<file path="config.mk">
export PLATFORM = sky130hd
export DESIGN_NAME = wdt_top
export DESIGN_NICKNAME = d
export VERILOG_FILES = /design/src/pkg/wdt_pkg.sv /design/src/wdt_counter.sv /design/src/wdt_key_seq.sv /design/src/wdt_top.sv
export VERILOG_INCLUDE_DIRS = /design/src /design/src/pkg
export SDC_FILE = /design/constraint.sdc
export NUM_CORES = 1
export LEC_CHECK = 0
export BUFFER_PORTS_ARGS = -buffer_cell sky130_fd_sc_hd__buf_2
export CORE_UTILIZATION = 55
export DETAILED_ROUTE_END_ITERATION = 7
export PLACE_DENSITY = 0.79
export SLEW_MARGIN = 20
export SYNTH_ARGS = -nofsm -noshare
export SYNTH_HDL_FRONTEND = slang
export SYNTH_SLANG_ARGS = --single-unit
export TNS_END_PERCENT = 50
</file>
<file path="constraint.sdc">
create_clock -name CLK_IN -period 2.3 [get_ports CLK_IN]
set_input_delay 0.575 -clock CLK_IN [delete_from_list [all_inputs] [get_ports CLK_IN]]
set_output_delay 0.575 -clock CLK_IN [all_outputs]
set_load 0.02 [all_outputs]
</file>
<file path="src/pkg/wdt_defs.svh">
// Purpose: Offsets, field positions, reset values and timing for the watchdog
// Assumes: 32-bit register port, byte offsets, one 125 MHz clock
// Notes: Definitions only
`ifndef WDT_DEFS_SVH
`define WDT_DEFS_SVH

// ----------------------------------------------------------------------------
// Register map
// ----------------------------------------------------------------------------
`define WDT_OFF_CTRL 4'h0
`define WDT_OFF_KEY 4'h4

// ----------------------------------------------------------------------------
// Fields
// ----------------------------------------------------------------------------
`define WDT_BIT_RST_FLAG 31
`define WDT_BIT_RST_EN 11
`define WDT_BIT_INT_EN 10
`define WDT_BIT_INT_FLAG 9
`define WDT_BIT_EN 8
`define WDT_RST_SEL_MSB 7
`define WDT_RST_SEL_LSB 4
`define WDT_INT_SEL_MSB 3
`define WDT_INT_SEL_LSB 0
`define WDT_KEY_MSB 7

// ----------------------------------------------------------------------------
// Reset values and keys
// ----------------------------------------------------------------------------
`define WDT_SEL_RESET 4'h0
`define WDT_KEY_RESET 8'h00
`define WDT_KEY_FIRST 8'hA5
`define WDT_KEY_SECOND 8'h5A

// ----------------------------------------------------------------------------
// Timing
// ----------------------------------------------------------------------------
`define WDT_CLK_PERIOD_NS 8
`define WDT_MIN_EXP 16
`define WDT_RST_HOLD 4'h8

`endif

</file>
<file path="src/pkg/wdt_pkg.sv">
// Purpose: Types shared by the watchdog modules
// Assumes: Nothing
// Notes: Constants live in wdt_defs.svh
package wdt_pkg;

   // Register port request, one access per cycle
   typedef struct packed {
      logic wr;
      logic rd;
      logic [3:0] addr;
      logic [31:0] wdata;
   } wdt_req_t;

   // Period expiry pulses from the counter
   typedef struct packed {
      logic int_hit;
      logic rst_hit;
   } wdt_hit_t;

   typedef enum logic [0:0] {
      KEY_IDLE = 1'b0,
      KEY_ARMED = 1'b1
   } wdt_key_state_t;

endpackage : wdt_pkg

</file>
<file path="src/wdt_counter.sv">
// Purpose: Free-running watchdog counter with two period comparators
// Assumes: Clear has priority over run
// Notes: Hit pulses are registered, one cycle after the match
`timescale 1ns/1ns
`default_nettype none
`include "wdt_defs.svh"

module wdt_counter #(
   parameter int MIN_EXP = `WDT_MIN_EXP
) (
   // Clock and control
   input wire logic clk_in,
   input wire logic clr_in,
   input wire logic run_in,
   // Period selects
   input wire logic [3:0] int_sel_in,
   input wire logic [3:0] rst_sel_in,
   // Expiry pulses
   output wdt_pkg::wdt_hit_t hit_out
);

   logic [31:0] cnt_ff;
   logic [31:0] int_mask;
   logic [31:0] rst_mask;

   // ------------------------------------------------------------------------
   // Period decode
   // ------------------------------------------------------------------------
   function automatic logic [31:0] period_mask(input logic [3:0] sel);
      int exp_v;
      exp_v = MIN_EXP + 15 - int'(sel);
      period_mask = ~(32'hFFFF_FFFF << exp_v);
   endfunction : period_mask

   assign int_mask = period_mask(int_sel_in);
   assign rst_mask = period_mask(rst_sel_in);

   // ------------------------------------------------------------------------
   // Counter
   // ------------------------------------------------------------------------
   always_ff @(posedge clk_in) begin
      if (clr_in) begin
         cnt_ff <= 32'h0000_0000;
      end else if (run_in) begin
         cnt_ff <= cnt_ff + 32'h0000_0001;
      end
   end

   always_ff @(posedge clk_in) begin
      if (clr_in) begin
         hit_out <= '0;
      end else begin
         hit_out.int_hit <= run_in && (cnt_ff == int_mask);
         hit_out.rst_hit <= run_in && (cnt_ff == rst_mask);
      end
   end

endmodule : wdt_counter
`default_nettype wire

</file>
<file path="src/wdt_key_seq.sv">
// Purpose: Ordered key pair detector for restart and enable unlock
// Assumes: One key write per cycle at most
// Notes: Done pulse comes one cycle after the second key write
`timescale 1ns/1ns
`default_nettype none
`include "wdt_defs.svh"

module wdt_key_seq (
   // Clock and clear
   input wire logic clk_in,
   input wire logic clr_in,
   // Key writes
   input wire logic wr_in,
   input wire logic [7:0] key_in,
   // Sequence complete
   output logic done_out
);

   wdt_pkg::wdt_key_state_t state_ff;

   always_ff @(posedge clk_in) begin
      if (clr_in) begin
         state_ff <= wdt_pkg::KEY_IDLE;
         done_out <= 1'b0;
      end else begin
         done_out <= 1'b0;
         if (wr_in) begin
            case (state_ff)
               wdt_pkg::KEY_IDLE: begin
                  if (key_in == `WDT_KEY_FIRST) begin
                     state_ff <= wdt_pkg::KEY_ARMED;
                  end
               end
               wdt_pkg::KEY_ARMED: begin
                  if (key_in == `WDT_KEY_SECOND) begin
                     state_ff <= wdt_pkg::KEY_IDLE;
                     done_out <= 1'b1;
                  end else if (key_in == `WDT_KEY_FIRST) begin
                     state_ff <= wdt_pkg::KEY_ARMED;
                  end else begin
                     state_ff <= wdt_pkg::KEY_IDLE;
                  end
               end
               default: begin
                  state_ff <= wdt_pkg::KEY_IDLE;
               end
            endcase
         end
      end
   end

endmodule : wdt_key_seq
`default_nettype wire

</file>
<file path="src/wdt_top.sv">
// Purpose: Watchdog with interrupt, reset request and protected enable
// Assumes: RST_IN is power-on reset; SYS_RST_IN is any other reset
// Notes: Register port answers reads one cycle later
`timescale 1ns/1ns
`default_nettype none
`include "wdt_defs.svh"

module wdt_top #(
   parameter int MIN_EXP = `WDT_MIN_EXP
) (
   // Clock and resets
   input wire logic CLK_IN,
   input wire logic RST_IN,
   input wire logic SYS_RST_IN,
   // Register port
   input wire wdt_pkg::wdt_req_t REQ_IN,
   output logic [31:0] RDATA_OUT,
   output logic RVALID_OUT,
   // Events and status
   output logic IRQ_OUT,
   output logic SYS_RST_REQ_OUT,
   output logic ENABLED_OUT
);

   // ------------------------------------------------------------------------
   // Declarations
   // ------------------------------------------------------------------------
   logic sys_rst_meta_ff;
   logic sys_rst_sync_ff;
   logic sel_ctrl;
   logic sel_key;
   logic wr_ctrl;
   logic wr_key;
   logic key_done;
   logic key_clr;
   logic cnt_clr;
   logic int_evt;
   logic rst_evt;
   logic en_ff;
   logic unlock_ff;
   logic rst_en_ff;
   logic int_en_ff;
   logic int_flag_ff;
   logic rst_flag_ff;
   logic [3:0] int_sel_ff;
   logic [3:0] rst_sel_ff;
   logic [7:0] key_ff;
   logic rst_req_ff;
   logic [3:0] hold_cnt_ff;
   logic [31:0] nxt_rdata;
   wdt_pkg::wdt_hit_t hit;

   // ------------------------------------------------------------------------
   // Other-reset synchroniser
   // ------------------------------------------------------------------------
   // Other resets may come from any source, so sync before use
   always_ff @(posedge CLK_IN) begin
      if (RST_IN) begin
         sys_rst_meta_ff <= 1'b0;
         sys_rst_sync_ff <= 1'b0;
      end else begin
         sys_rst_meta_ff <= SYS_RST_IN;
         sys_rst_sync_ff <= sys_rst_meta_ff;
      end
   end

   // ------------------------------------------------------------------------
   // Address decode
   // ------------------------------------------------------------------------
   assign sel_ctrl = (REQ_IN.addr == `WDT_OFF_CTRL);
   assign sel_key = (REQ_IN.addr == `WDT_OFF_KEY);
   assign wr_ctrl = REQ_IN.wr && sel_ctrl;
   assign wr_key = REQ_IN.wr && sel_key;

   // ------------------------------------------------------------------------
   // Key sequence and counter
   // ------------------------------------------------------------------------
   assign key_clr = RST_IN || sys_rst_sync_ff;

   wdt_key_seq u_key (
      .clk_in(CLK_IN),
      .clr_in(key_clr),
      .wr_in(wr_key),
      .key_in(REQ_IN.wdata[`WDT_KEY_MSB:0]),
      .done_out(key_done)
   );

   // Disabled counter is held at zero so re-enable starts a full period
   assign cnt_clr = RST_IN || sys_rst_sync_ff || rst_req_ff || key_done || !en_ff;

   wdt_counter #(
      .MIN_EXP(MIN_EXP)
   ) u_cnt (
      .clk_in(CLK_IN),
      .clr_in(cnt_clr),
      .run_in(en_ff),
      .int_sel_in(int_sel_ff),
      .rst_sel_in(rst_sel_ff),
      .hit_out(hit)
   );

   // Hits are gated by enable so a late pulse after disable is dropped
   assign int_evt = hit.int_hit && en_ff;
   assign rst_evt = hit.rst_hit && en_ff && rst_en_ff && !rst_req_ff;

   // ------------------------------------------------------------------------
   // Enable and unlock
   // ------------------------------------------------------------------------
   // Unlock lasts until the next write to the control or key register
   always_ff @(posedge CLK_IN) begin
      if (RST_IN || sys_rst_sync_ff) begin
         unlock_ff <= 1'b0;
      end else if (wr_ctrl || wr_key) begin
         unlock_ff <= 1'b0;
      end else if (key_done) begin
         unlock_ff <= 1'b1;
      end
   end

   always_ff @(posedge CLK_IN) begin
      if (RST_IN) begin
         en_ff <= 1'b0;
      end else if (wr_ctrl) begin
         if (!REQ_IN.wdata[`WDT_BIT_EN]) begin
            en_ff <= 1'b0;
         end else if (unlock_ff || key_done) begin
            en_ff <= 1'b1;
         end
      end
   end

   // ------------------------------------------------------------------------
   // Control fields
   // ------------------------------------------------------------------------
   always_ff @(posedge CLK_IN) begin
      if (RST_IN) begin
         rst_en_ff <= 1'b0;
      end else if (wr_ctrl) begin
         rst_en_ff <= REQ_IN.wdata[`WDT_BIT_RST_EN];
      end
   end

   always_ff @(posedge CLK_IN) begin
      if (RST_IN) begin
         int_en_ff <= 1'b0;
      end else if (wr_ctrl) begin
         int_en_ff <= REQ_IN.wdata[`WDT_BIT_INT_EN];
      end
   end

   always_ff @(posedge CLK_IN) begin
      if (RST_IN) begin
         int_sel_ff <= `WDT_SEL_RESET;
         rst_sel_ff <= `WDT_SEL_RESET;
      end else if (wr_ctrl) begin
         int_sel_ff <= REQ_IN.wdata[`WDT_INT_SEL_MSB:`WDT_INT_SEL_LSB];
         rst_sel_ff <= REQ_IN.wdata[`WDT_RST_SEL_MSB:`WDT_RST_SEL_LSB];
      end
   end

   always_ff @(posedge CLK_IN) begin
      if (RST_IN) begin
         key_ff <= `WDT_KEY_RESET;
      end else if (wr_key) begin
         key_ff <= REQ_IN.wdata[`WDT_KEY_MSB:0];
      end
   end

   // ------------------------------------------------------------------------
   // Interrupt flag
   // ------------------------------------------------------------------------
   // Expiry in the clearing cycle wins
   always_ff @(posedge CLK_IN) begin
      if (RST_IN) begin
         int_flag_ff <= 1'b0;
      end else if (int_evt) begin
         int_flag_ff <= 1'b1;
      end else if (wr_ctrl && REQ_IN.wdata[`WDT_BIT_INT_FLAG]) begin
         int_flag_ff <= 1'b0;
      end
   end

   assign IRQ_OUT = int_flag_ff && int_en_ff;

   // ------------------------------------------------------------------------
   // Reset request and cause flag
   // ------------------------------------------------------------------------
   // Request is stretched so a slow reset controller cannot miss it
   always_ff @(posedge CLK_IN) begin
      if (RST_IN) begin
         rst_req_ff <= 1'b0;
         hold_cnt_ff <= 4'h0;
      end else if (rst_evt) begin
         rst_req_ff <= 1'b1;
         hold_cnt_ff <= `WDT_RST_HOLD - 4'h1;
      end else if (rst_req_ff) begin
         if (hold_cnt_ff == 4'h0) begin
            rst_req_ff <= 1'b0;
         end else begin
            hold_cnt_ff <= hold_cnt_ff - 4'h1;
         end
      end
   end

   assign SYS_RST_REQ_OUT = rst_req_ff;

   // Only power-on clears it by hardware; other resets keep it
   always_ff @(posedge CLK_IN) begin
      if (RST_IN) begin
         rst_flag_ff <= 1'b0;
      end else if (rst_evt) begin
         rst_flag_ff <= 1'b1;
      end else if (wr_ctrl) begin
         rst_flag_ff <= REQ_IN.wdata[`WDT_BIT_RST_FLAG];
      end
   end

   assign ENABLED_OUT = en_ff;

   // ------------------------------------------------------------------------
   // Read path
   // ------------------------------------------------------------------------
   always_comb begin
      nxt_rdata = 32'h0000_0000;
      if (sel_ctrl) begin
         nxt_rdata[`WDT_BIT_RST_FLAG] = rst_flag_ff;
         nxt_rdata[`WDT_BIT_RST_EN] = rst_en_ff;
         nxt_rdata[`WDT_BIT_INT_EN] = int_en_ff;
         nxt_rdata[`WDT_BIT_INT_FLAG] = int_flag_ff;
         nxt_rdata[`WDT_BIT_EN] = en_ff;
         nxt_rdata[`WDT_RST_SEL_MSB:`WDT_RST_SEL_LSB] = rst_sel_ff;
         nxt_rdata[`WDT_INT_SEL_MSB:`WDT_INT_SEL_LSB] = int_sel_ff;
      end else if (sel_key) begin
         nxt_rdata[`WDT_KEY_MSB:0] = key_ff;
      end
   end

   always_ff @(posedge CLK_IN) begin
      if (RST_IN) begin
         RDATA_OUT <= 32'h0000_0000;
         RVALID_OUT <= 1'b0;
      end else begin
         RVALID_OUT <= REQ_IN.rd;
         if (REQ_IN.rd) begin
            RDATA_OUT <= nxt_rdata;
         end
      end
   end

endmodule : wdt_top
`default_nettype wire

</file>
# Word-level counts from Yosys, hierarchy flattened
# Index checks and enable logic that the tools add are counted.
[totals]
reg_bits = 79
out_inout_bits = 36
word_cells = 88
[classes]
addsub = 4
n_eq_ne = 7
shifts = 2
n_mux = 20
n_bitwise = 5
n_reduce_logical = 29
[ops]
columns = ["operator", "count"]
rows = [
  ["32-bit equality test", 2],
  ["32-bit NOT", 2],
  ["32-bit by 32-bit left shift with 32-bit output (first input constant)", 2],
  ["32-bit by 1-bit adder with 32-bit output (second input constant)", 1],
  ["8-bit 2-to-1 mux", 2],
  ["1-bit 2-to-1 mux", 13],
  ["5-bit by 4-bit subtractor with 6-bit output (first input constant)", 2],
  ["1-bit logical AND", 10],
  ["3-bit 2-to-1 mux", 3],
  ["8-bit by 7-bit equality test with 1-bit output (second input constant)", 1],
  ["8-bit equality test (second input constant)", 1],
  ["4-bit zero test", 2],
  ["1-bit logical OR", 6],
  ["2-bit AND reduction", 3],
  ["2-bit nonzero test", 3],
  ["4-bit by 3-bit equality test with 1-bit output (second input constant)", 1],
  ["4-bit 2-to-1 mux", 1],
  ["2-bit OR reduction", 2],
  ["4-bit by 1-bit subtractor with 4-bit output (second input constant)", 1],
  ["1-bit NOT", 3],
  ["3-bit OR reduction", 1],
  ["1-bit zero test", 2],
  ["2-bit by 1-bit inequality test with 1-bit output (second input constant)", 1],
  ["2-bit inequality test (second input constant)", 1],
  ["1-bit case mux with 2 select lines", 1],
]

# Depth between registers and ports, before layout
# Gate-level depths: netlist of run 1.
[depth]
word_depth = 5
depth_mapped = 7
depth_no_buf = 7

# Modules after synthesis
# Synthesis of run 1 repeated with hierarchy kept, for this count alone.
[unflattened]
cells_unflattened = 532
hier_area_um2 = 4548.1
[modules_own_cells]
columns = ["mod", "instances", "cells_each", "area_each_um2", "seq_area_each_um2"]
rows = [
  ["wdt_counter", 1, 299, 2487.4, 680.7],
  ["wdt_top", 1, 222, 1935.6, 860.8],
  ["wdt_key_seq", 1, 11, 125.1, 40.0],
]

# Worst setup path before layout of run 1
# OpenSTA, ideal clock, no wires.
[synth_timing]
path_type = "input to register"
startpoint = "in RST_IN"
endpoint = "reg u_cnt.hit_out[1] in the netlist's numbering"
setup_ns = 0.088
t_arrival_ns = 1.954
required_ns = 2.212
path_slack_ns = 0.258
cell_stages = 7
n_path_buf = 2
path_cell_list = "clkbuf_1 nor2_1 or4b_1 clkbuf_1 nor3_2 o2111ai_1 nor4_2"
[synth_between]
elab_chain_cells = 4
[synth_lines]
columns = ["element", "line", "text"]
rows = [
  ["from (decl)", "wdt_top.sv:13", "input wire logic RST_IN,"],
  ["1-bit logical OR (4 in series)", "wdt_top.sv:89", "assign cnt_clr = RST_IN || sys_rst_sync_ff || rst_req_ff || key_done || !en_ff;"],
  ["to (decl)", "wdt_counter.sv:19", "output wdt_pkg::wdt_hit_t hit_out"],
]
# No other way between the ends.
# A chain may end at the register's enable or synchronous reset.

# Final worst setup path of run 1
[layout_timing]
startpoint = "reg u_cnt.cnt_ff[4]"
endpoint = "reg u_cnt.cnt_ff[31]"
[layout_between]
elab_chain_cells = 1
[layout_lines]
columns = ["element", "line", "text"]
rows = [
  ["from (decl)", "wdt_counter.sv:22", "logic [31:0] cnt_ff;"],
  ["from (signal assigned)", "wdt_counter.sv:45", "cnt_ff <= cnt_ff + 32'h0000_0001;"],
  ["32-bit by 1-bit adder with 32-bit output", "wdt_counter.sv:45", ""],
]
# No other way between the ends.

==> results of run 1 <==
[worst max-delay path, stage by stage, from the launching register on]
cell,delay (ns)
dfxtp_1,0.43
nand4_2,0.16
or4_4,0.65
nor4_1,0.54
xnor2_1,0.18
nor2_1,0.05
[cells in the mapped netlist (all sizes together) (7+ instances only)]
library cell	count
dfxtp	79
nand2	61
a21oi	57
nor2	56
clkbuf	37
buf	24
o21ai	24
xnor2	24
nand3	17
inv	15
nor3	15
nor4	13
nand4	11
a22oi	9
nand2b	9
a211oi	8
nor2b	7
[logic make-up (layout without fill, tap and decap cells)]
| group | after synthesis | after routing | share of synthesized area [%] |
|---|---|---|---|
| adder cells (fa/ha/maj) | 5 | 5 | 1.365 |
| flip-flops | 79 | 79 | 37.51 |
| buffers and inverters | 76 | 87 | 8.724 |
| XOR/XNOR | 29 | 29 | 6.024 |
| AND/OR/NAND/NOR | 222 | 222 | 29.02 |
| multiplexers | 1 | 1 | 0.2670 |
| other | 1 | 19 | 0.08894 |
| AO/OA/AOI/OAI | 121 | 121 | 17.00 |
[metal layers]
metal,GRT usage (%),vias up,part of all wire (%)
li1,-,1867,-
met1,32.94,1718,45
met2,39.12,132,48
met3,6.279,7,6.1
met4,6.782,0,0.90
met5,0,-,0
[placed cells by master, fill, tap and decap left out, drive strengths merged, types with 3 or more instances in the layout]
cell    Yosys  final
xnor2      24     24
buf        24     56
nor4bb      3      3
xor2        5      5
nand4b      3      3
and2        4      4
nor3       15     15
a211oi      8      8
or3         6      6
nand4      11     11
nor2b       7      7
o21ai      24     24
nand2b      9      9
nand3      17     17
dfxtp      79     79
nand2      61     61
and3        4      4
or4         4      4
conb        1     19
a22oi       9      9
ha          3      3
clkbuf     37     10
nor2       56     56
a21oi      57     57
inv        15     19
a21o        3      3
nor4       13     13
[through the flow]
stage	power, mW	cell area [um2]
6_report	2.510	4616
2_1_floorplan	1.535	4284
3_3_place_gp	1.556	4428
3_5_place_dp	1.558	4428
5_1_grt	2.611	4616
4_1_cts	2.534	4616
[report_power, final]
| group | internal, mW | leakage, nW | total (mW) | switching, mW |
|---|---|---|---|---|
| clock network | 0.438 | 0.0956 | 0.983 | 0.544 |
| logic | 0.0431 | 0.857 | 0.135 | 0.0922 |
| registers | 1.38 | 0.639 | 1.39 | 0.0123 |
| total | 1.86 | 1.59 | 2.51 | 0.649 |
[layout make-up]
| cell class | instances | area (um2) | share of cell area, % |
|---|---|---|---|
| well taps | 99 | 123.9 | 2.684 |
| repair buffers | 56 | 325.3 | 7.048 |
| clock inverters | 6 | 50.05 | 1.084 |
| multi-input cells | 397 | 2341 | 50.72 |
| clock buffers | 10 | 137.6 | 2.982 |
| flip-flops and latches | 79 | 1582 | 34.26 |
| inverters | 15 | 56.30 | 1.220 |
[worst paths after layout]
kind                        start          endpoint  slack, ns  cells past startpoint
setup reg to reg  u_cnt.cnt_ff[4]  u_cnt.cnt_ff[31]       0.18                      5
hold / removal         SYS_RST_IN   sys_rst_meta_ff       0.42                      2
setup / recovery  u_cnt.cnt_ff[4]  u_cnt.cnt_ff[31]       0.18                      5
hold reg to reg   sys_rst_meta_ff   sys_rst_sync_ff       0.45                      1
[flip-flops by register name, indices dropped and copies added (netlist names), 2 cells and up]
name           count
rst_sel_ff         4
u_cnt.cnt_ff      32
int_sel_ff         4
hold_cnt_ff        4
u_cnt.hit_out      2
key_ff             8
RDATA_OUT         13
==> flow_summary.json, run 1 <==
{
  "drv_slew": 0,
  "rows": 31,
  "fin_skew_ns": 0.01410,
  "cts_max_path_buffers": 2,
  "nets": 602,
  "peakVddDrop_mv": 0.4384,
  "htree_levels": 3,
  "ctsRootBufferMaster": "clkbuf_8",
  "synth_top_cell_area_share_pct": 37.51,
  "gp_congestion": 0.8372,
  "clk_latency_ns": 0.36,
  "yosys.area.top_type": "dfxtp_1",
  "syn2layout_area_growth_pct": 9.466,
  "start_util_pct": 57.52,
  "antenna_found_initial": 0,
  "worstSetupStartpointType": "register",
  "drtPass1Iterations": 5,
  "synth_area_leaders": "dfxtp_1 (38%), a21oi_1 (6.8%), nand2_1 (5.4%)",
  "clkSinkCount": 79,
  "utilization_pct": 62.96,
  "ant_nets": 0,
  "fill_cells": 646,
  "grt_util_all_layers_pct": 24.55,
  "layout_min_cycle_time_ns": 2.120,
  "finalCritPeriodShare_pct": 92.17,
  "maxCapViolCount": 0,
  "synth-seq-cells": 79,
  "dr.first_iter.drc_count": 345,
  "cellPowerDensity_mw_per_mm2": 543.8,
  "grt_pass1_vias": 3239,
  "rsz0062_at_grt": "no",
  "cts_setup_buffers": 0,
  "yosys_warnings": 0,
  "crit_path_max_fanout": 10,
  "fmax_mhz": 471.7,
  "post_cts_resized": 0,
  "whs_ns": 0.4247,
  "drive_above_1_share_pct": 16.52,
  "ioPinCount": 77,
  "routed_wirelength_um": 9282,
  "syn_area_mm2": 0.004217,
  "finalSetupViolCount": 0,
  "overflow": 0,
  "yosysSeqAreaShare_pct": 37.51,
  "cts_hold_buffers": 0,
  "dp_slack_ns": 0.1621,
  "fin_setup_tns_ns": 0,
  "clk_pin_slew_ns": 0.09,
  "relSlewSlack_pct": 53.97,
  "ys.flop_type": "dfxtp_1",
  "grt_pass1_wl_um": 15150,
  "critPathRequiredTime_ns": 2.54,
  "diodes": 0,
  "arrival_ns": 2.36,
  "die_x_um": 89.56,
  "core_area_mm2": 0.007331,
  "worst_pin_slew_ns": 0.6846,
  "hold_class": "in2reg",
  "synthCells": 534,
  "port_buffers": 38,
  "dp_cells": 646,
  "die_h_um": 89.56,
  "avgSynthCellArea_um2": 7.896,
  "die_area_mm2": 0.008021,
  "numCtsBuffers": 9,
  "vias_per_cell": 5.625,
  "grt_max_degree": 43,
  "finalHoldViolCount": 0,
  "setup_slack_ns": 0.1801,
  "async_reset_ff_share_pct": 0,
  "wl_per_cell_um": 14.02,
  "post-route-drc-count": 0,
  "layout.cells.non_filler": 662,
  "critPathKind": "reg2reg",
  "routed-via-count": 3724,
  "worstSetupEndpointType": "register",
  "status": "completed",
  "ys_types": 62,
  "leakagePower_nw": 1.591,
  "dp_hpwl_um": 6495,
  "cts_tree": "built",
  "synth_edf_count": 0
}
Power figures use the tool's default switching activity.
==> inputs of run 2 (changes only) <==
--- a/config.mk
+++ b/config.mk
@@ -6,6 +6,7 @@
 export SDC_FILE = /design/constraint.sdc
 export NUM_CORES = 1
 export LEC_CHECK = 0
+export ABC_AREA = 1
 export BUFFER_PORTS_ARGS = -buffer_cell sky130_fd_sc_hd__buf_2
 export CORE_UTILIZATION = 55
 export DETAILED_ROUTE_END_ITERATION = 7
==> run 2 against run 1 <==
Effect of this change:
- clock power is 6% higher
- total power is 4.2% higher
- largest cell class unchanged
- first-iteration DRC count is 22% lower
- largest power group unchanged
- global-route usage is 3.5 points higher
- cell area is 3.5% higher
- sequential share of layout area is 1.1 points lower
- clock skew is 0.0066 ns lower
- area after synthesis is 3.7% higher
- cell count is 26% higher
- sequential power hardly changed
- die area is 3.7% higher
- worst setup slack better by 0.37 ns
==> flow_summary.json, run 2 <==
{
  "synthXorXnorAreaFrac_pct": 0.8009,
  "met3_usage_pct": 6.030,
  "htree_levels": 3,
  "critPathKind": "reg2out",
  "port_buffers": 38,
  "yosys.area_share.simple_pct": 35.47,
  "finalHoldViolCount": 0,
  "cp_slowest_cell": "dfxtp_1",
  "nets": 770,
  "final_cell_mix": "nand2_1 (163), nor2_1 (98), inv_1 (90)",
  "grt_pass1_vias": 4079,
  "die_area_mm2": 0.008314,
  "clk_latency_ns": 0.36,
  "overflow": 0,
  "yosys.area.top_type": "dfxtp_1",
  "ant_nets": 0,
  "fin_area_mm2": 0.004776,
  "ys_types": 30,
  "gp_congestion": 0.9757,
  "synth_area_leaders": "dfxtp_1 (36%), nand2_1 (14%), nor2_1 (8.4%)",
  "rsz0062_at_grt": "no",
  "ioPinCount": 77,
  "drv_slew": 0,
  "drive_above_1_share_pct": 10.43,
  "numCtsBuffers": 9,
  "wl_per_cell_um": 13.41,
  "syn_area_mm2": 0.004374,
  "met2_usage_pct": 46.15,
  "routed_wirelength_um": 11140,
  "diodes": 0,
  "synth_top_family_by_area": "simple AND/OR/NAND/NOR gates",
  "layout_min_cycle_time_ns": 1.745,
  "avgSynthCellArea_um2": 6.358,
  "status": "completed",
  "synthAdderAreaFrac_pct": 0.8581,
  "grt_use_met1_pct": 36.15,
  "ys.flop_type": "dfxtp_1",
  "finalSetupViolCount": 0,
  "post_cts_resized": 0,
  "whs_ns": 0.4081,
  "ctsRootBufferMaster": "clkbuf_8",
  "top_register": "u_cnt.cnt_ff",
  "synth-seq-cells": 79,
  "routed-via-count": 4455,
  "dp_hpwl_um": 8293,
  "worstSetupEndpointType": "primary output",
  "worstSetupStartpointType": "register",
  "grt_util_all_layers_pct": 28.04,
  "drtPass1Iterations": 7,
  "placedInstanceArea_mm2": 0.004592,
  "die_x_um": 91.18,
  "yosys_warnings": 0,
  "crit_path_max_fanout": 7,
  "cts_hold_buffers": 0,
  "async_reset_ff_share_pct": 0,
  "clk_pin_slew_ns": 0.08,
  "syn2layout_area_growth_pct": 9.182,
  "synth_compound_area_share_pct": 13.56,
  "top_usage_layer": "met2",
  "fmax_mhz": 573.0,
  "post-route-drc-count": 0,
  "critPathRequiredTime_ns": 1.73,
  "yosysSeqAreaShare_pct": 36.16,
  "fin_skew_ns": 0.007519,
  "finalCritPeriodShare_pct": 75.88,
  "vias_per_cell": 5.361,
  "top_regs": "u_cnt.cnt_ff x32, RDATA_OUT x13, key_ff x8",
  "synth_top_cell_area_share_pct": 36.16,
  "grt_max_degree": 33,
  "fill_cells": 724,
  "cts_tree": "built",
  "largest_register_ffs": 32,
  "crit_chain": "buf_4, buf_2",
  "cts_setup_buffers": 0,
  "dr.first_iter.drc_count": 268,
  "cellPowerDensity_mw_per_mm2": 547.8,
  "core_area_mm2": 0.007727,
  "start_util_pct": 56.61,
  "maxCapViolCount": 0,
  "antenna_found_initial": 0,
  "grt_pass1_wl_um": 18810,
  "hold_class": "reg2reg",
  "muxShareOfSynthArea_pct": 0,
  "leakagePower_nw": 2.002,
  "fin_setup_tns_ns": 0,
  "cts_max_path_buffers": 2,
  "synthCells": 688,
  "synth.most_common_cell": "nand2_1",
  "clkSinkCount": 79,
  "slowest_delay_ns": 0.42,
  "synth_edf_count": 0,
  "peakVddDrop_mv": 0.4022,
  "arrival_ns": 1.17,
  "mostFrequentLayoutCell": "nand2_1",
  "die_h_um": 91.18,
  "synthTopCellsByCount": "nand2_1 (163), nor2_1 (98), inv_1 (90), dfxtp_1 (79), nand3_1 (52)",
  "rows": 32
}
run 2: cell count changes after synthesis, sizes merged, moves of 9 or more:
cell	change
nor4	-10
clkbuf	-27
inv	+78
nand2b	-9
a22oi	-9
nand2	+105
o21ai	+28
xnor2	-24
nor2	+50
nand3	+36
run 2: cell families after synthesis:
logic type | Yosys count
buffers and inverters | 129
and+or+nand+nor | 360
DFF | 79
xor gates and xnor gates | 4
other | 1
adders and majority gates | 3
AOI/OAI and AO/OA | 112
run 2: final cells by class:
cell class                      instances  area, um2  share of cell area (%)
Multi-Input combinational cell        498       2288                   47.92
Clock buffer                            9      123.9                   2.594
Timing Repair Buffer                   45      242.7                   5.083
Clock inverter                          5      60.06                   1.258
Tap cell                              102      127.6                   2.672
Inverter                               93      351.6                   7.362
Sequential cell                        79       1582                   33.12
run 2: critical path: cells and delay by family, from the launching register on:
family	cells	cell delay, ns
buf+inv	2	0.39
flops	1	0.42
run 2: layer usage:
metal  share of wire (%)  vias to the layer above
li1                    -                     2239
met1                  45                     2018
met2                  46                      175
met3                 6.6                       23
met4                 1.9                        0
met5                   0                        -
run 2: report_power, final:
part / total (mW) / leakage (nW) / switching, mW / internal [mW]
clock network: 1.04 / 0.0915 / 0.547 / 0.494
logic: 0.175 / 1.27 / 0.124 / 0.0517
registers: 1.40 / 0.640 / 0.0128 / 1.39
total: 2.62 / 2.00 / 0.684 / 1.93
run 2: final timing paths:
path,cells past startpoint,startpoint,to,slack (ns)
worst max-delay path,2,ENABLED_OUT,ENABLED_OUT,0.55
worst max register to register,9,rst_sel_ff[3],u_cnt.hit_out[0],0.64
worst min register to register,2,sys_rst_meta_ff,sys_rst_sync_ff,0.41
worst min-delay path,2,sys_rst_meta_ff,sys_rst_sync_ff,0.41
run 2: per-stage QoR:
stage	setup WS [ns]	total power, mW	cells	util (%)
after detailed placement	0.2872	1.604	817	59.42
final	0.5547	2.616	831	61.80
after floorplan	0.7406	1.571	706	-
after global placement	0.3559	1.601	817	59.42
after global routing	0.4723	2.699	831	61.80
after CTS	0.5456	2.620	831	61.80
